File: config.mk
export PLATFORM = sky130hd
export DESIGN_NAME = rss_start_sync
export DESIGN_NICKNAME = d
export VERILOG_FILES = /design/src/common/rss_pkg.sv /design/src/logic/rss_start_sync.sv /design/src/logic/rss_pin_sync.sv
export SDC_FILE = /design/constraint.sdc
export NUM_CORES = 1
export LEC_CHECK = 0
export ABC_CLOCK_PERIOD_IN_PS = 12700
export BUFFER_PORTS_ARGS = -buffer_cell sky130_fd_sc_hd__buf_4
export CORE_UTILIZATION = 45
export DETAILED_ROUTE_END_ITERATION = 16
export PLACE_DENSITY_LB_ADDON = 0.25
export RECOVER_POWER = 50
export SLEW_MARGIN = 5
export SYNTH_ARGS = -nofsm -noshare
export SYNTH_HDL_FRONTEND = slang
export SYNTH_SLANG_ARGS = --single-unit
File: constraint.sdc
create_clock -name clk_i -period 12.7 [get_ports clk_i]
set_input_delay 2.54 -clock clk_i [delete_from_list [all_inputs] [get_ports clk_i]]
set_output_delay 2.54 -clock clk_i [all_outputs]
set_load 0.05 [all_outputs]
File: src/common/rss_pkg.sv
// Package for the ramp start synchroniser: register map, fields, reset values
package rss_pkg;
	localparam int          RSS_AW             = 7;
	localparam int          RSS_DW             = 32;
	// Register offsets
	localparam logic [6:0]  RSS_ADDR_CONFIG    = 7'h02;
	localparam logic [6:0]  RSS_ADDR_OUT_ADD   = 7'h11;
	localparam logic [6:0]  RSS_ADDR_DELAY     = 7'h13;
	localparam logic [6:0]  RSS_ADDR_GEAR      = 7'h12;
	localparam logic [6:0]  RSS_ADDR_MODE      = 7'h20;
	localparam logic [6:0]  RSS_ADDR_MAXIMUM_VELOCITY      = 7'h24;
	localparam logic [6:0]  RSS_ADDR_TARGET    = 7'h37;
	localparam logic [6:0]  RSS_ADDR_STATUS    = 7'h7e;
	// start_sync_config fields
	localparam int          RSS_EN_TARGET      = 0;
	localparam int          RSS_EN_MAXIMUM_VELOCITY        = 1;
	localparam int          RSS_EN_MODE        = 2;
	localparam int          RSS_EN_GEAR        = 3;
	localparam int          RSS_EN_SHADOW      = 4;
	localparam int          RSS_TRG_LSB        = 5;
	localparam int          RSS_TRG_PIN        = 5;
	localparam int          RSS_TRG_TARGET     = 6;
	localparam int          RSS_TRG_VEL        = 7;
	localparam int          RSS_TRG_POSCMP     = 8;
	localparam int          RSS_POL            = 9;
	localparam int          RSS_IMMEDIATE      = 10;
	localparam int          RSS_CFG_BITS       = 11;
	localparam int          RSS_MODE_BITS      = 3;
	// Reset values
	localparam logic [31:0] RSS_RST_CONFIG     = 32'h0000_0000;
	localparam logic [31:0] RSS_RST_OUT_ADD    = 32'h0000_0000;
	localparam logic [31:0] RSS_RST_DELAY      = 32'h0000_0000;
	localparam logic [31:0] RSS_RST_PARAM      = 32'h0000_0000;
	localparam logic        RSS_RST_PIN_LEVEL  = 1'b1;
	// Pin input synchroniser length
	localparam int          RSS_SYNC_STAGES    = 3;
	typedef enum logic [1:0] {
		RSS_IDLE  = 2'b01,
		RSS_DELAY = 2'b10
	} rss_state_e;
endpackage

File: src/logic/rss_start_sync.sv
// Ramp start synchroniser: trigger detection, start delay, pin output, deferred writes
module rss_start_sync
	import rss_pkg::*;
#(
	parameter int DW = RSS_DW
)
(
	// Clock and reset
	input  wire logic              clk_i,
	input  wire logic              rst_i,
	// Host register port, done strobe marks a complete datagram
	input  wire logic              dgram_done_i,
	input  wire logic              dgram_write_i,
	input  wire logic [RSS_AW-1:0] dgram_addr_i,
	input  wire logic [DW-1:0]     dgram_wdata_i,
	output logic      [DW-1:0]     rdata_o,
	// Internal ramp events
	input  wire logic              target_reached_i,
	input  wire logic              velocity_reached_i,
	input  wire logic              position_compare_event_i,
	// Start pin
	input  wire logic              start_pin_i,
	output logic                   start_pin_o,
	output logic                   start_pin_oe_o,
	// Active parameters and start outputs
	output logic      [DW-1:0]     target_position_o,
	output logic      [DW-1:0]     maximum_velocity_o,
	output logic      [RSS_MODE_BITS-1:0] ramp_profile_select_o,
	output logic      [DW-1:0]     step_a_o,
	output logic                   start_pulse_o,
	output logic                   shadow_load_o,
	output logic                   new_ramp_o
);
	typedef struct packed {
		rss_state_e                  state;
		logic [RSS_CFG_BITS-1:0]     cfg;
		logic [DW-1:0]               out_add;
		logic [DW-1:0]               delay;
		logic [DW-1:0]               cnt;
		logic [DW:0]                 out_cnt;
		logic [DW-1:0]               pend_target;
		logic [DW-1:0]               pend_maximum_velocity;
		logic [RSS_MODE_BITS-1:0]    pend_mode;
		logic [DW-1:0]               pend_gear;
		logic [4:0]                  pending;
		logic [DW-1:0]               target;
		logic [DW-1:0]               maximum_velocity;
		logic [RSS_MODE_BITS-1:0]    mode;
		logic [DW-1:0]               gear;
		logic                        start;
		logic                        shadow;
		logic                        new_ramp;
		logic                        pin_q;
		logic                        pin_out;
		logic                        pin_oe;
		logic                        tr_q;
		logic                        vr_q;
		logic                        pc_q;
		logic [DW-1:0]               rdata;
	} rss_reg_s;

	rss_reg_s r;
	rss_reg_s next_r;
	logic     pin_level;
	logic     pol;
	logic     pin_in_mode;
	logic     ext_trig;
	logic     int_trig;
	logic     fire;
	logic     wr;

	rss_pin_sync u_pin_sync (
		.clk_i   (clk_i),
		.rst_i   (rst_i),
		.pin_i   (start_pin_i),
		.level_o (pin_level)
	);

	assign pol         = r.cfg[RSS_POL];
	assign pin_in_mode = r.cfg[RSS_TRG_PIN];
	// Active transition of the filtered pin, polarity selected
	assign ext_trig    = pin_in_mode && (pin_level != r.pin_q) && (pin_level == pol);
	// Rising edges of enabled internal events
	assign int_trig    = (r.cfg[RSS_TRG_TARGET] && target_reached_i && !r.tr_q)
	                  || (r.cfg[RSS_TRG_VEL] && velocity_reached_i && !r.vr_q)
	                  || (r.cfg[RSS_TRG_POSCMP] && position_compare_event_i && !r.pc_q);
	assign wr          = dgram_done_i && dgram_write_i;

	always_comb begin
		next_r          = r;
		fire            = 1'b0;
		next_r.pin_q    = pin_level;
		next_r.tr_q     = target_reached_i;
		next_r.vr_q     = velocity_reached_i;
		next_r.pc_q     = position_compare_event_i;
		next_r.pin_oe   = !pin_in_mode;
		next_r.new_ramp = 1'b0;
		next_r.shadow   = 1'b0;

		// Trigger handling and start delay
		unique case (r.state)
			RSS_IDLE: begin
				if (ext_trig && r.cfg[RSS_IMMEDIATE]) begin
					fire = 1'b1;
				end else if (ext_trig || int_trig) begin
					if (r.delay == '0) begin
						fire = 1'b1;
					end else begin
						next_r.cnt   = r.delay;
						next_r.state = RSS_DELAY;
					end
				end
			end
			RSS_DELAY: begin
				// Other triggers ignored while counting, except an immediate pin trigger
				if (ext_trig && r.cfg[RSS_IMMEDIATE]) begin
					fire         = 1'b1;
					next_r.state = RSS_IDLE;
				end else if (r.cnt == DW'(1)) begin
					fire         = 1'b1;
					next_r.state = RSS_IDLE;
				end else begin
					next_r.cnt   = r.cnt - DW'(1);
				end
			end
		endcase
		next_r.start = fire;

		// Start pin output stretch
		if (fire && !pin_in_mode) begin
			next_r.out_cnt = {1'b0, r.out_add} + (DW+1)'(1);
		end else if (r.out_cnt != '0) begin
			next_r.out_cnt = r.out_cnt - (DW+1)'(1);
		end
		next_r.pin_out = (next_r.out_cnt != '0) ? pol : !pol;

		// Deferred assignments taken on the internal start
		if (r.start) begin
			if (r.pending[RSS_EN_TARGET]) begin
				next_r.target   = r.pend_target;
				next_r.new_ramp = 1'b1;
			end
			if (r.pending[RSS_EN_MAXIMUM_VELOCITY]) begin
				next_r.maximum_velocity = r.pend_maximum_velocity;
			end
			if (r.pending[RSS_EN_MODE]) begin
				next_r.mode = r.pend_mode;
			end
			if (r.pending[RSS_EN_GEAR]) begin
				next_r.gear = r.pend_gear;
			end
			next_r.shadow  = r.cfg[RSS_EN_SHADOW];
			next_r.pending = '0;
		end

		// Host writes at datagram end; a write in the start cycle stays pending
		if (wr) begin
			unique case (dgram_addr_i)
				RSS_ADDR_CONFIG:  next_r.cfg     = dgram_wdata_i[RSS_CFG_BITS-1:0];
				RSS_ADDR_OUT_ADD: next_r.out_add = dgram_wdata_i;
				RSS_ADDR_DELAY:   next_r.delay   = dgram_wdata_i;
				RSS_ADDR_TARGET: begin
					if (r.cfg[RSS_EN_TARGET]) begin
						next_r.pend_target            = dgram_wdata_i;
						next_r.pending[RSS_EN_TARGET] = 1'b1;
					end else begin
						next_r.target   = dgram_wdata_i;
						next_r.new_ramp = 1'b1;
					end
				end
				RSS_ADDR_MAXIMUM_VELOCITY: begin
					if (r.cfg[RSS_EN_MAXIMUM_VELOCITY]) begin
						next_r.pend_maximum_velocity            = dgram_wdata_i;
						next_r.pending[RSS_EN_MAXIMUM_VELOCITY] = 1'b1;
					end else begin
						next_r.maximum_velocity = dgram_wdata_i;
					end
				end
				RSS_ADDR_MODE: begin
					if (r.cfg[RSS_EN_MODE]) begin
						next_r.pend_mode            = dgram_wdata_i[RSS_MODE_BITS-1:0];
						next_r.pending[RSS_EN_MODE] = 1'b1;
					end else begin
						next_r.mode = dgram_wdata_i[RSS_MODE_BITS-1:0];
					end
				end
				RSS_ADDR_GEAR: begin
					if (r.cfg[RSS_EN_GEAR]) begin
						next_r.pend_gear            = dgram_wdata_i;
						next_r.pending[RSS_EN_GEAR] = 1'b1;
					end else begin
						next_r.gear = dgram_wdata_i;
					end
				end
				default: ;
			endcase
		end

		// Read data, registered
		unique case (dgram_addr_i)
			RSS_ADDR_CONFIG:  next_r.rdata = DW'(r.cfg);
			RSS_ADDR_OUT_ADD: next_r.rdata = r.out_add;
			RSS_ADDR_DELAY:   next_r.rdata = r.delay;
			RSS_ADDR_TARGET:  next_r.rdata = r.target;
			RSS_ADDR_MAXIMUM_VELOCITY:    next_r.rdata = r.maximum_velocity;
			RSS_ADDR_MODE:    next_r.rdata = DW'(r.mode);
			RSS_ADDR_GEAR:    next_r.rdata = r.gear;
			RSS_ADDR_STATUS:  next_r.rdata = DW'({r.pending, r.state == RSS_DELAY});
			default:          next_r.rdata = '0;
		endcase
	end

	always_ff @(posedge clk_i or posedge rst_i) begin
		if (rst_i) begin
			r             <= '0;
			r.state       <= RSS_IDLE;
			r.cfg         <= RSS_RST_CONFIG[RSS_CFG_BITS-1:0];
			r.out_add     <= RSS_RST_OUT_ADD;
			r.delay       <= RSS_RST_DELAY;
			r.target      <= RSS_RST_PARAM;
			r.maximum_velocity        <= RSS_RST_PARAM;
			r.gear        <= RSS_RST_PARAM;
			r.pin_q       <= RSS_RST_PIN_LEVEL;
			r.pin_out     <= 1'b1;
			r.pin_oe      <= 1'b1;
		end else begin
			r <= next_r;
		end
	end

	assign rdata_o               = r.rdata;
	assign start_pin_o           = r.pin_out;
	assign start_pin_oe_o        = r.pin_oe;
	assign target_position_o     = r.target;
	assign maximum_velocity_o    = r.maximum_velocity;
	assign ramp_profile_select_o = r.mode;
	assign step_a_o              = r.gear;
	assign start_pulse_o         = r.start;
	assign shadow_load_o         = r.shadow;
	assign new_ramp_o            = r.new_ramp;
endmodule

File: src/logic/rss_pin_sync.sv
// Three-stage synchroniser with agreement filter for the start pin input
module rss_pin_sync
	import rss_pkg::*;
(
	// Clock and reset
	input  wire logic clk_i,
	input  wire logic rst_i,
	// Pin in, filtered level out
	input  wire logic pin_i,
	output logic      level_o
);
	logic [RSS_SYNC_STAGES-1:0] sync;

	always_ff @(posedge clk_i or posedge rst_i) begin
		if (rst_i) begin
			sync    <= {RSS_SYNC_STAGES{RSS_RST_PIN_LEVEL}};
			level_o <= RSS_RST_PIN_LEVEL;
		end else begin
			sync <= {sync[RSS_SYNC_STAGES-2:0], pin_i};
			// Change is taken only when second and third stage agree
			if (sync[1] == sync[2]) begin
				level_o <= sync[2];
			end
		end
	end
endmodule

==> metrics.txt, run 1 <==
Cell Rows 76; Worst EP required ~13,000 ps; clock-pin slew on the worst setup and hold paths ~60 ps; Tmin final between 8000 and 9000 ps; antenna violations before repair 0; worst r2r path cells 11; first-pass GRT wire length around 83,000 microns; Layout area overhead 8.76%; Synth top area share between 40% and 50%; flop2flop setup slack roughly 8400 ps; Max stage delay on crit path between 1500 and 2000 ps; # Max-Cap Violations 7; Vias around 14,000; synth cell count leaders dfrtp_1, nand2_1, o21ai_0; final setup margin ~4500 ps; largest net degree at the start of global routing 176; share of cells above drive strength 1 approximately 18%; Top FF cell, synth dfrtp_1; worst r2r dst r[302]; Fin. Hold Viols 0; core outline area between 40,000 and 50,000 sq um; FF+latch count, synth a little under 400; total wire length 53,700 microns; WL/cell approximately 21 microns; Mapped Avg Cell Area 10.5 sq um; Top Ports 183; Worst Hold Depth 0; CP endpoint kind register; H-Tree Depth 2; fin. max-slew vios between 300 and 400; hold_buf cts 0; Worst-Skew Late Latency approximately 570 ps; Placement Setup Slack around 6200 ps; grt met3 use 3.69%; post-cts repair resize count 0; setup bufs post-CTS 0; crit-path cells clkbuf_1 -> nand3_1 -> nor2_2 -> nand4_1 -> buf_4 -> mux2_2; vias per inst approximately 5.7; Chip Height approximately 210 microns; syn nets between 1,500 and 2,000; Post-synth EDFFs 0; Nets 1,933; VDD IR max between 0.08 and 0.09 mV; Leak 0.00998 uW; CP arrival between 8000 and 9000 ps; fill cell count 4,084; GRT Max-Usage Layer met2; leading area contributor after synthesis dfrtp_1; startpoint types input pin; met1 Use GR 32.9%; RSZ-0062 raised after global routing no; DRT Pass-1 Iters 5; maximum clock path buffer count 3; starting density of the core 45.8%; status finished with violations; cell area after synthesis approximately 20,000 sq um; Async SR Flop Fraction 100%; Yosys warning count 0; relative slew slack -151%; Syn Inst Count 1,882; most frequent cell after synthesis dfrtp_1; TritonCTS clock tree yes; fmax 122 MHz; cts bufs inserted 43; clk sinks 389; # diodes 0; Area contributors post-synth dfrtp_1, mux2_2, mux2i_1; Port Buffers roughly 180; setup TNS 0 ps; met2 usage 39.5%; Initial DRC Count about 1,200; sequential-to-total area share from yosys stat between 40% and 50%; Final Skew approximately 13 ps; PwrDens 131 nW/um^2; ANT nets after route 0; Setup violations, final 0; Critical R2R Launch r[301]; Slew @ Worst Pin between 3000 and 4000 ps; hold path start u_pin_sync.sync[0]; Tcrit/Tclk final 64.5%; vias in the first global route ~14,000; routability cong. roughly 0.87; Hold Path Sink u_pin_sync.sync[1]; Total Power about 2800 uW; detailed-route DRC error count 0; failing checks capacitance limit, slew limit; GR Overflow Total 0; synth unique cells 71; GRT Total Usage approximately 24%; HPWL after DPL around 37,000 microns; Worst Hold Class reg2reg; worst setup path class in2reg; full die area 44,700 sq um; worst-path fanout max 37; CP max stage cell clkbuf_1; Die X 212 microns; root buf cell clkbuf_16
[kinds of logic after synthesis]
group                      count (synthesis)  synth area share (%)
and+or+nand+nor                          485                  11.9
xor gates and xnor gates                  53                  2.35
adders and majority gates                  5                 0.304
muxes                                    324                  17.5
DFF                                      389                  49.3
buffers and inverters                    270                  7.71
AOI/OAI and AO/OA                        356                  10.9
[area by class of cell]
| cell class | count | area, sq um | area share, % |
|---|---|---|---|
| multi-input cells | 1223 | 8520 | 39.7 |
| clock inverters | 18 | 163 | 0.757 |
| repair buffers | 209 | 1040 | 4.83 |
| flip-flops and latches | 389 | 9740 | 45.4 |
| clock buffers | 58 | 1220 | 5.70 |
| well taps | 585 | 732 | 3.41 |
| inverters | 16 | 61.3 | 0.285 |
[routing by layer]
metal  routed length (microns)  share of wire [%]
met5                         0                  0
met4                      1430                2.7
met3                      2570                4.8
met2                     25700                 48
met1                     23900                 45
[power breakdown]
| group | internal, uW | leakage (uW) | switching [uW] | total (uW) |
|---|---|---|---|---|
| logic | 72.3 | 0.00415 | 166 | 239 |
| clock network | 717 | 0.000684 | 519 | 1240 |
| registers | 1280 | 0.00514 | 54.5 | 1340 |
[registers in the layout, indices dropped and copies added (netlist names)]
| name | flops |
|---|---|
| step_a_o | 32 |
| start_pulse_o | 1 |
| pin_in_mode | 1 |
| new_ramp_o | 1 |
| rdata_o | 32 |
| r | 247 |
| target_position_o | 32 |
| shadow_load_o | 1 |
| u_pin_sync.sync | 3 |
| u_pin_sync.level_o | 1 |
| pol | 1 |
| start_pin_o | 1 |
| start_pin_oe_o | 1 |
| maximum_velocity_o | 32 |
| ramp_profile_select_o | 3 |
[stage by stage]
step / std cells / util (%) / cell area (sq um) / hold slack (ps)
2_1_floorplan: 1882 / - / 19800 / 345
3_3_place_gp: 2422 / 47.9 / 20700 / 349
3_5_place_dp: 2422 / 47.9 / 20700 / 352
4_1_cts: 2498 / 51.1 / 22000 / 359
5_1_grt: 2498 / 49.8 / 21500 / 369
6_report: 2498 / 49.8 / 21500 / 369
[cell usage in the layout, fill, tap and decap left out, types with 13 or more instances in the layout]
| cell | count |
|---|---|
| a21oi_1 | 69 |
| a221o_1 | 26 |
| buf_4 | 59 |
| clkbuf_1 | 152 |
| clkbuf_16 | 44 |
| dfrtp_1 | 381 |
| inv_1 | 15 |
| mux2_2 | 175 |
| mux2i_1 | 149 |
| nand2_1 | 203 |
| nand3_1 | 33 |
| nand4_1 | 13 |
| nor2_1 | 72 |
| nor3_1 | 33 |
| nor4_1 | 40 |
| o21ai_0 | 177 |
| o22ai_1 | 15 |
| or3_1 | 18 |
| xnor2_1 | 27 |
| xor2_1 | 26 |
[worst max-delay path: cells and delay by family]
family	cells	cell delay, ps
and+or+nand+nor	3	3340
buffers and inverters	2	2400
muxes	1	310
[how the worst max path moves through the flow]
| stage | from | cells after the start | slack [ps] | end |
|---|---|---|---|---|
| floorplan | rst_i | 1 | 4930 | maximum_velocity_o[0] |
| CTS | dgram_addr_i[1] | 6 | 6780 | r[163] |
| global placement | dgram_addr_i[1] | 6 | 6270 | r[158] |
| detailed placement | dgram_addr_i[1] | 6 | 6160 | r[170] |
| global route | dgram_addr_i[1] | 6 | 4210 | r[158] |
| finish | dgram_addr_i[1] | 6 | 4510 | r[163] |
Note: power is estimated with default switching activity, not from simulation.
==> run 2, diff against run 1 <==
- ABC_CLOCK_PERIOD_IN_PS: 12700 -> 8000
- clock period: 12.7 -> 8 ns (I/O delays scaled with it)
==> run 2 against run 1 <==
Compared with the run above: the run still ends with capacitance limit, slew limit left; worst setup slack worse by 1600 ps; wire length is 1.0% lower; clock power is 70% higher; cell count is 0.16% higher; clock skew is 4.9 ps lower; largest cell class unchanged.
==> metrics.txt, run 2 (synthesis gave the netlist of run 1 again) <==
Die X 212 microns; Core Util, Final 50.5%; fmax around 200 MHz; # Max-Cap Violations 4; worst-path fanout max approximately 130; Slew @ Worst Pin roughly 3200 ps; TritonCTS clock tree yes; Critical R2R Launch r[301]; routability cong. 0.908; Tmin final approximately 5100 ps; starting density of the core around 46%; GR Overflow Total 0; failing checks capacitance limit, slew limit; status finished with violations; antenna violations before repair 0; detailed-route DRC error count 0; share of cells above drive strength 1 20.8%; H-Tree Depth 2; setup TNS 0 ps; hold path start u_pin_sync.sync[0]; root buf cell clkbuf_16; ANT nets after route 0; fin. max-slew vios 220; Final Skew 8.23 ps; Top Ports around 180; Worst-Skew Late Latency between 500 and 600 ps; Worst EP required approximately 8000 ps; Worst Setup EP ramp_profile_select_o[2]; Worst Hold Class reg2reg; Leak just over 0.01 uW; CP arrival roughly 5000 ps; RSZ-0062 raised after global routing no; full die area roughly 45,000 sq um; max reg flops about 250; DP Area about 21,000 sq um; Nets 1,933; core outline area between 40,000 and 50,000 sq um; setup bufs post-CTS 0; Tcrit/Tclk final between 60% and 70%; vias in the first global route between 10,000 and 15,000; GRT Total Usage approximately a quarter; HPWL after DPL about 37,000 microns; WL/cell 21.2 microns; worst setup path class in2async; most frequent cells in the layout dfrtp_1, nand2_1, o21ai_0, mux2_2, mux2i_1; register with the most flip-flops r; maximum clock path buffer count 3; Initial DRC Count around 1,100; worst r2r dst r[302]; CP endpoint kind async pin; startpoint types input pin; Total Power 4610 uW; cts bufs inserted 43; relative slew slack -112%; Port Buffers roughly 180; worst r2r path cells 11; hold_buf cts 0; flop2flop setup slack around 3600 ps; post-cts repair resize count 0; fill cell count 3,988; Critical Path Start rst_i; total wire length 53,100 microns; largest net degree at the start of global routing roughly 140; VDD IR max ~0.15 mV; Vias approximately 14,000; first-pass GRT wire length 83,400 microns; DRT Pass-1 Iters 7; most common cell after layout, fill and taps aside dfrtp_1; clk sinks approximately 390; PwrDens approximately 210 nW/um^2; # diodes 0; clock-pin slew on the worst setup and hold paths approximately 60 ps; Layout area overhead 10.3%; Fin. Hold Viols 0; Final Cell Area around 22,000 sq um; Setup violations, final 0; vias per inst ~5.7; Chip Height around 210 microns; Cell Rows 76
run 2: changes by cell type in the layout (fill, tap and decap cells not counted), sizes merged:
cell    before  now
clkbuf     207  158
bufinv       2    5
clkinv      12   15
buf         60  107
run 2: final cells by class:
cell class | instances | area, sq um | area share (%)
Clock buffer | 56 | 1250 | 5.72
Clock inverter | 24 | 275 | 1.26
Inverter | 16 | 61.3 | 0.281
Multi-Input combinational cell | 1223 | 8520 | 39.1
Sequential cell | 389 | 9740 | 44.7
Tap cell | 585 | 732 | 3.36
Timing Repair Buffer | 209 | 1210 | 5.57
run 2: through the flow:
| stage | setup WS, ps | instances | hold WS (ps) |
|---|---|---|---|
| after floorplan | 1170 | 1882 | 345 |
| after global placement | 3190 | 2422 | 348 |
| after detailed placement | 3120 | 2422 | 351 |
| after CTS | 3710 | 2502 | 361 |
| after global routing | 2240 | 2502 | 370 |
| final | 2930 | 2502 | 369 |
run 2: worst max-delay path: stages:
cell and delay, ps:
clkbuf_4 110, clkinvlp_2 840, clkbuf_2 2300
run 2: power breakdown:
group	leakage, uW	switching (uW)	internal, uW
Combinational	0.00435	264	122
Clock	0.000754	840	1270
Sequential	0.00514	85.1	2040
run 2: worst min path at each step:
stage / end / cells after the start
6_report: u_pin_sync.sync[1] / 0
5_1_grt: u_pin_sync.sync[1] / 0
4_1_cts: u_pin_sync.sync[1] / 0
3_5_place_dp: u_pin_sync.sync[1] / 0
3_3_place_gp: u_pin_sync.sync[1] / 0
2_1_floorplan: u_pin_sync.sync[1] / 0
run 2: routing by layer:
metal / vias up / GRT usage (%) / share of wire, %
met5: - / 0 / 0
met3: 83 / 3.46 / 4.6
li1: 6614 / - / -
met2: 372 / 39.0 / 48
met4: 0 / 8.45 / 2.8
met1: 7203 / 33.1 / 45
